===== config.mk =====
export PLATFORM = sky130hd
export DESIGN_NAME = hps_slot_regs
export DESIGN_NICKNAME = d
export VERILOG_FILES = /design/src/design/hps_sync.v /design/src/design/hps_slot_regs.v
export VERILOG_INCLUDE_DIRS = /design/src /design/src/design
export SDC_FILE = /design/constraint.sdc
export NUM_CORES = 1
export LEC_CHECK = 0
export BUFFER_PORTS_ARGS = -buffer_cell sky130_fd_sc_hd__buf_2
export CAP_MARGIN = 20
export CORE_UTILIZATION = 47
export DETAILED_ROUTE_END_ITERATION = 16
export PLACE_DENSITY = 0.78
export SLEW_MARGIN = 15
export SYNTH_ARGS = -nofsm -noshare
export SYNTH_HDL_FRONTEND = slang
export SYNTH_HIERARCHICAL = 1
export SYNTH_SLANG_ARGS = --single-unit

===== constraint.sdc =====
create_clock -name CORE_CLK -period 2.9 [get_ports CORE_CLK]
set_clock_uncertainty 0.1 [all_clocks]
set_input_delay 0.87 -clock CORE_CLK [delete_from_list [all_inputs] [get_ports CORE_CLK]]
set_output_delay 0.87 -clock CORE_CLK [all_outputs]
set_load 0.02 [all_outputs]

===== src/design/hps_map.vh =====
// Purpose: offsets, field positions and reset values of the hot-plug slot registers
// Assumes: byte offsets on a plain register port, data in the low bits of a 32-bit word
// Notes:   definitions only
`ifndef HPS_MAP_VH
`define HPS_MAP_VH

// ************************************************************
// register offsets
// ************************************************************
`define HPS_ADDR_W          8
`define HPS_OFF_SLOT_CTL    8'h58
`define HPS_OFF_SLOT_STS    8'h5A
`define HPS_OFF_DEV_CAP2    8'h64
`define HPS_OFF_DEV_CTL2    8'h68
`define HPS_OFF_DEV_STS2    8'h6A
`define HPS_OFF_IRQ_STS     8'h80
`define HPS_OFF_IRQ_MASK    8'h84

// ************************************************************
// slot control fields
// ************************************************************
`define HPS_CTL_BUTTON_EN   0
`define HPS_CTL_FAULT_EN    1
`define HPS_CTL_LATCH_EN    2
`define HPS_CTL_PRESENT_EN  3
`define HPS_CTL_CMD_EN      4
`define HPS_CTL_MASTER_EN   5
`define HPS_CTL_INTERLOCK   11
`define HPS_CTL_LINK_EN     12
`define HPS_CTL_RESET       16'h0000

// ************************************************************
// slot status fields
// ************************************************************
`define HPS_STS_BUTTON      0
`define HPS_STS_FAULT       1
`define HPS_STS_LATCH_CHG   2
`define HPS_STS_PRESENT_CHG 3
`define HPS_STS_CMD_DONE    4
`define HPS_STS_LATCH       5
`define HPS_STS_PRESENT     6
`define HPS_STS_INTERLOCK   7
`define HPS_STS_LINK_CHG    8
`define HPS_EVT_W           6
`define HPS_EVT_RESET       6'h00
`define HPS_LATCH_RESET     1'h0
`define HPS_PRESENT_RESET   1'h1
`define HPS_INTERLOCK_RESET 1'h0
`define HPS_RSVD_VALUE      32'h00000000

`endif


===== src/design/hps_sync.v =====
// Purpose: two-flop synchroniser for slot pins, one per bit
// Assumes: pins are asynchronous to CORE_CLK
// Notes:   first stage is read only by the second stage
`timescale 1ns/1ns
module hps_sync #(
  parameter       WIDTH    = 4,
  parameter [3:0] RST_BITS = 4'h0
) (
  // clock and reset
  input  wire             clk,
  input  wire             rst,
  // pins in, synchronised out
  input  wire [WIDTH-1:0] async_in,
  output wire [WIDTH-1:0] sync_out
);

  // ************************************************************
  // per-bit two-stage chain
  // ************************************************************
  genvar i;
  generate
    for (i = 0; i < WIDTH; i = i + 1) begin : g_bit
      reg stage1_ff;
      reg stage2_ff;
      always @(posedge clk) begin
        if (rst) begin
          stage1_ff <= RST_BITS[i];
          stage2_ff <= RST_BITS[i];
        end else begin
          stage1_ff <= async_in[i];
          stage2_ff <= stage1_ff;
        end
      end
      assign sync_out[i] = stage2_ff;
    end
  endgenerate

endmodule


===== src/design/hps_slot_regs.v =====
// Purpose: hot-plug slot control, slot status and reserved device registers
// Assumes: one clock CORE_CLK, synchronous RST, plain register port with read data next cycle
// Notes:   slot pins are synchronised here; command done and link active come from core logic
`timescale 1ns/1ns
`include "hps_map.vh"
module hps_slot_regs (
  // clock and reset
  input  wire        CORE_CLK,
  input  wire        RST,
  // register port
  input  wire [7:0]  ADDR,
  input  wire [31:0] WDATA,
  input  wire        WR,
  input  wire        RD,
  output wire [31:0] RDATA,
  // slot pins
  input  wire        BUTTON_PRESS,
  input  wire        POWER_FAULT,
  input  wire        LATCH_OPEN,
  input  wire        CARD_PRESENT,
  // core logic on CORE_CLK
  input  wire        CMD_DONE,
  input  wire        LINK_ACTIVE,
  input  wire        CAP_INTERLOCK,
  // slot outputs
  output wire        INTERLOCK_ENGAGE,
  output wire        HOTPLUG_EVENT,
  output wire        IRQ
);

  // ************************************************************
  // address decode
  // ************************************************************
  function hit;
    input [7:0] a;
    input [7:0] off;
    begin
      hit = (a == off);
    end
  endfunction

  wire wr_ctl  = WR & hit(ADDR, `HPS_OFF_SLOT_CTL);
  wire wr_sts  = WR & hit(ADDR, `HPS_OFF_SLOT_STS);
  wire wr_mask = WR & hit(ADDR, `HPS_OFF_IRQ_MASK);
  wire rd_irq  = RD & hit(ADDR, `HPS_OFF_IRQ_STS);

  // ************************************************************
  // pin synchronisers
  // ************************************************************
  wire [2:0] pin_sync;

  hps_sync #(
    .WIDTH    (3),
    .RST_BITS ({1'b0, `HPS_PRESENT_RESET, `HPS_LATCH_RESET, 1'b0})
  ) u_sync (
    .clk      (CORE_CLK),
    .rst      (RST),
    .async_in ({CARD_PRESENT, LATCH_OPEN, BUTTON_PRESS}),
    .sync_out (pin_sync)
  );

  wire fault_sync;

  hps_sync #(
    .WIDTH    (1),
    .RST_BITS (4'h0)
  ) u_sync_fault (
    .clk      (CORE_CLK),
    .rst      (RST),
    .async_in (POWER_FAULT),
    .sync_out (fault_sync)
  );

  wire button_sync  = pin_sync[0];
  wire latch_sync   = pin_sync[1];
  wire present_sync = pin_sync[2];

  // ************************************************************
  // edge detection
  // ************************************************************
  reg button_prev_ff;
  reg fault_prev_ff;
  reg latch_prev_ff;
  reg present_prev_ff;
  reg link_prev_ff;

  always @(posedge CORE_CLK) begin
    if (RST) begin
      button_prev_ff  <= 1'b0;
      fault_prev_ff   <= 1'b0;
      latch_prev_ff   <= `HPS_LATCH_RESET;
      present_prev_ff <= `HPS_PRESENT_RESET;
      link_prev_ff    <= 1'b0;
    end else begin
      button_prev_ff  <= button_sync;
      fault_prev_ff   <= fault_sync;
      latch_prev_ff   <= latch_sync;
      present_prev_ff <= present_sync;
      link_prev_ff    <= LINK_ACTIVE;
    end
  end

  // event vector: button, fault, latch, presence, command, link
  wire [`HPS_EVT_W-1:0] evt;
  assign evt[0] = button_sync & ~button_prev_ff;
  assign evt[1] = fault_sync & ~fault_prev_ff;
  assign evt[2] = latch_sync ^ latch_prev_ff;
  assign evt[3] = present_sync ^ present_prev_ff;
  assign evt[4] = CMD_DONE;
  assign evt[5] = LINK_ACTIVE ^ link_prev_ff;

  // ************************************************************
  // slot control
  // ************************************************************
  reg  [5:0] evt_en_ff;
  reg        link_en_ff;
  reg        interlock_ff;
  wire [5:0] nxt_evt_en;
  wire       nxt_link_en;
  wire       nxt_interlock;
  wire       toggle_req;

  assign nxt_evt_en  = wr_ctl ? WDATA[5:0] : evt_en_ff;
  assign nxt_link_en = wr_ctl ? WDATA[`HPS_CTL_LINK_EN] : link_en_ff;
  // toggle only with the capability present and a one written
  assign toggle_req    = wr_ctl & WDATA[`HPS_CTL_INTERLOCK] & CAP_INTERLOCK;
  assign nxt_interlock = interlock_ff ^ toggle_req;

  always @(posedge CORE_CLK) begin
    if (RST) begin
      evt_en_ff    <= `HPS_EVT_RESET;
      link_en_ff   <= 1'b0;
      interlock_ff <= `HPS_INTERLOCK_RESET;
    end else begin
      evt_en_ff    <= nxt_evt_en;
      link_en_ff   <= nxt_link_en;
      interlock_ff <= nxt_interlock;
    end
  end

  // ************************************************************
  // slot status flags
  // ************************************************************
  reg  [`HPS_EVT_W-1:0] flag_ff;
  wire [`HPS_EVT_W-1:0] flag_clr;
  wire [`HPS_EVT_W-1:0] nxt_flag;

  assign flag_clr = wr_sts ? {WDATA[`HPS_STS_LINK_CHG], WDATA[4:0]} : `HPS_EVT_RESET;
  // a new event wins over a clear in the same cycle
  assign nxt_flag = (flag_ff & ~flag_clr) | evt;

  always @(posedge CORE_CLK) begin
    if (RST) begin
      flag_ff <= `HPS_EVT_RESET;
    end else begin
      flag_ff <= nxt_flag;
    end
  end

  // ************************************************************
  // hot-plug event and local interrupt
  // ************************************************************
  reg  [`HPS_EVT_W-1:0] irq_sts_ff;
  reg  [`HPS_EVT_W-1:0] irq_mask_ff;
  reg                   hp_event_ff;
  reg                   irq_ff;
  wire [`HPS_EVT_W-1:0] nxt_irq_sts;
  wire [`HPS_EVT_W-1:0] nxt_irq_mask;
  wire [`HPS_EVT_W-1:0] flag_en;
  wire                  nxt_hp_event;
  wire                  nxt_irq;

  assign flag_en      = {link_en_ff, evt_en_ff[4:0]};
  assign nxt_hp_event = evt_en_ff[`HPS_CTL_MASTER_EN] & (|(flag_ff & flag_en));
  assign nxt_irq_sts  = (rd_irq ? `HPS_EVT_RESET : irq_sts_ff) | evt;
  assign nxt_irq_mask = wr_mask ? WDATA[`HPS_EVT_W-1:0] : irq_mask_ff;
  assign nxt_irq      = |(nxt_irq_sts & nxt_irq_mask);

  always @(posedge CORE_CLK) begin
    if (RST) begin
      irq_sts_ff  <= `HPS_EVT_RESET;
      irq_mask_ff <= `HPS_EVT_RESET;
      hp_event_ff <= 1'b0;
      irq_ff      <= 1'b0;
    end else begin
      irq_sts_ff  <= nxt_irq_sts;
      irq_mask_ff <= nxt_irq_mask;
      hp_event_ff <= nxt_hp_event;
      irq_ff      <= nxt_irq;
    end
  end

  // ************************************************************
  // read data
  // ************************************************************
  reg  [31:0] rdata_ff;
  reg  [31:0] nxt_rdata;
  wire [15:0] ctl_word;
  wire [15:0] sts_word;

  // interlock control bit never reads back
  assign ctl_word = {3'h0, link_en_ff, 1'b0, 5'h00, evt_en_ff};
  assign sts_word = {7'h00,
                     flag_ff[5],
                     interlock_ff & CAP_INTERLOCK,
                     present_sync,
                     latch_sync,
                     flag_ff[4:0]};

  always @* begin
    nxt_rdata = rdata_ff;
    if (RD) begin
      case (ADDR)
        `HPS_OFF_SLOT_CTL: nxt_rdata = {16'h0000, ctl_word};
        `HPS_OFF_SLOT_STS: nxt_rdata = {16'h0000, sts_word};
        `HPS_OFF_IRQ_STS:  nxt_rdata = {26'h0, irq_sts_ff};
        `HPS_OFF_IRQ_MASK: nxt_rdata = {26'h0, irq_mask_ff};
        default:           nxt_rdata = `HPS_RSVD_VALUE;
      endcase
    end else begin
      nxt_rdata = `HPS_RSVD_VALUE;
    end
  end

  always @(posedge CORE_CLK) begin
    if (RST) begin
      rdata_ff <= `HPS_RSVD_VALUE;
    end else begin
      rdata_ff <= nxt_rdata;
    end
  end

  // ************************************************************
  // outputs
  // ************************************************************
  assign RDATA            = rdata_ff;
  assign INTERLOCK_ENGAGE = interlock_ff;
  assign HOTPLUG_EVENT    = hp_event_ff;
  assign IRQ              = irq_ff;

endmodule


==> impl_metrics.env <==
export IMPL_worstPathMaxFanout=6
export IMPL_fin_area_mm2=0.002337
export IMPL_max_freq_mhz=408.0
export IMPL_cellLeakagePower_nw=0.9888
export IMPL_gr_total_overflow=0
export IMPL_hpwl_um=2862
export IMPL_worstSkewPairLatency_ns=0.30
export IMPL_finalMaxSlewViolations=0
export IMPL_period_needed_ns=2.451
export IMPL_synth_ff_type="dfxtp_1"
export IMPL_rr_worst_depth=4
export IMPL_drt_iter0_drc=148
export IMPL_grt_max_degree=19
export IMPL_ys_ff_latch=51
export IMPL_antenna_found_initial=0
export IMPL_antenna_left=0
export IMPL_postLayoutCoreUtil_pct=56.40
export IMPL_critical_path_arrival_ns=2.54
export IMPL_htreeDepth=2
export IMPL_synthArstFlopShare_pct=0
export IMPL_wl_per_cell_um=12.52
export IMPL_setup_slack_ns=0.4491
export IMPL_postSynthCellCount=216
export IMPL_crit_type="in2reg"
export IMPL_coreArea_mm2=0.004144
export IMPL_antenna_cells=0
export IMPL_start_util_pct=50.72
export IMPL_syn_area_per_cell_um2=9.732
export IMPL_dpl_worst_slack_ns=0.1138
export IMPL_cts_hold_buffers_added=0
export IMPL_area_growth_pct=11.19
export IMPL_grt_usage_pct=18.40
export IMPL_power_mw=1.240
export IMPL_status="finished, final reports clean"
export IMPL_setup_tns_final_ns=0
export IMPL_place_area_mm2=0.002250
export IMPL_via_per_inst=5.052
export IMPL_row_count=23
export IMPL_hold_path_cell_count=1
export IMPL_hold_class="reg2reg"
export IMPL_clk_pin_slew_ns=0.09
export IMPL_nets=308
export IMPL_endpoint_kind="register"
export IMPL_grt_pass1_wl_um=6341
export IMPL_io_pins=86
export IMPL_post_cts_buffers=0
export IMPL_routed_wl_um=3844
export IMPL_cts_buffer_depth=2
export IMPL_cts_tree="done"
export IMPL_die_h_um=68.88
export IMPL_startpoint_type="input pin"
export IMPL_mostFrequentLayoutCell="dfxtp_1"
export IMPL_period_share_pct=84.52
export IMPL_place_congestion=0.8052
export IMPL_synth_edf_count=0
export IMPL_rsz0062_at_grt="false"
export IMPL_die_width_um=68.88
export IMPL_fill_cells=414
export IMPL_ys_seq_area_share_pct=48.57
export IMPL_yosys_warnings=6
export IMPL_irDropWorstVdd_v=0.0003501
export IMPL_power_density_mw_per_mm2=530.3
export IMPL_cts_sinks=51
export IMPL_hold_viol_final=0
export IMPL_layout_common_cells="dfxtp_1 (51), buf_2 (40), conb_1 (22)"
export IMPL_grt_pass1_vias=1347
export IMPL_synthesis_area_mm2=0.002102
export IMPL_via_count=1551
export IMPL_synth_top_area_share_pct=48.57
export IMPL_cts_buffers=5
export IMPL_firstDrtPassIters=4
export IMPL_setup_viol=0
export IMPL_root_buffer="clkbuf_8"
export IMPL_drive_gt1_share_pct=25.68
export IMPL_route_detailed_drc=0
export IMPL_numPortBuffers=40
export IMPL_drv_cap=0
export IMPL_yosysTopAreaCell="dfxtp_1"
export IMPL_ctsResizeCount=0
export IMPL_synthTopCellsByArea="dfxtp_1 (49%), buf_4 (8.9%), nor2_1 (3.8%), nor2b_1 (3.3%), mux2_2 (3.2%)"
export IMPL_dieArea_mm2=0.004744
export IMPL_cp_required_ns=2.99
export IMPL_yosysUniqueCellTypes=37
==> synthesized netlist by cell type (3+ instances only) <==
library cell,number
nor2b_1,11
buf_4,25
clkbuf_1,4
o22ai_1,3
a22oi_1,3
a21boi_0,5
xnor2_1,3
and3_1,4
a21oi_1,13
dfxtp_1,51
nand2_1,13
mux2i_1,6
mux2_2,6
buf_6,3
nor2_1,21
a222oi_1,6
nand3_1,13
==> flip-flops by register name, indices dropped and copies added, names as in the netlist <==
signal and flops:
INTERLOCK_ENGAGE 1, present_prev_ff 1, link_prev_ff 1, u_sync/g_bit.stage2_ff 3
u_sync/g_bit.stage1_ff 3, latch_prev_ff 1, fault_prev_ff 1, link_en_ff 1
IRQ 1, button_prev_ff 1, u_sync_fault/sync_out 1, RDATA 10
irq_mask_ff 6, u_sync_fault/g_bit.stage1_ff 1, flag_ff 6, irq_sts_ff 6
HOTPLUG_EVENT 1, evt_en_ff 6
==> per-layer routing <==
metal  vias up  GRT usage [%]  wire length (um)
li1        781              -                 -
met1       705          24.49              1800
met3         5          5.099               250
met5         -              0                 0
met2        60          28.88              1762
met4         0          5.357                31
==> critical path: stages <==
cell and delay (ns):
buf_2 0.10, nor4_1 0.41, nand4b_1 0.34, a21boi_0 0.36
o22ai_1 0.15, o31a_1 0.31
==> area by class of cell <==
class / instances / area [um^2] / area share (%)
repair buffers: 47 / 252.7 / 10.81
flip-flops and latches: 51 / 1021 / 43.68
inverters: 2 / 7.507 / 0.3212
clock inverters: 1 / 5.005 / 0.2141
well taps: 50 / 62.56 / 2.677
multi-input cells: 150 / 905.9 / 38.76
clock buffers: 6 / 82.58 / 3.533
==> stage by stage <==
| stage | instances | hold slack, ns |
|---|---|---|
| 2_1_floorplan | 237 | 0.2832 |
| 3_3_place_gp | 300 | 0.2861 |
| 3_5_place_dp | 300 | 0.2975 |
| 4_1_cts | 307 | 0.3201 |
| 5_1_grt | 307 | 0.3345 |
| 6_report | 307 | 0.3150 |
==> power breakdown <==
| group | leakage (nW) | internal [mW] | switching (mW) |
|---|---|---|---|
| Sequential | 0.416 | 0.719 | 0.0102 |
| Clock | 0.0470 | 0.188 | 0.217 |
| Combinational | 0.526 | 0.0368 | 0.0685 |
| Total | 0.989 | 0.944 | 0.296 |
==> final timing paths <==
kind                                           startpoint                         to  slack, ns
worst max-delay path                              ADDR[3]                        IRQ       0.45
worst min-delay path            u_sync/g_bit[2].stage1_ff  u_sync/g_bit[2].stage2_ff       0.32
worst max register to register               link_prev_ff                        IRQ       1.37
worst min register to register  u_sync/g_bit[2].stage1_ff  u_sync/g_bit[2].stage2_ff       0.32
==> logic make-up after synthesis <==
kind of cell	synth area share [%]
flip-flops	48.57
AND/OR/NAND/NOR	20.66
XOR/XNOR	1.667
other	0.1784
buffers and inverters	12.08
multiplexers	6.071
AO/OA/AOI/OAI	10.77
No activity file was read; power rests on OpenSTA's default activity.
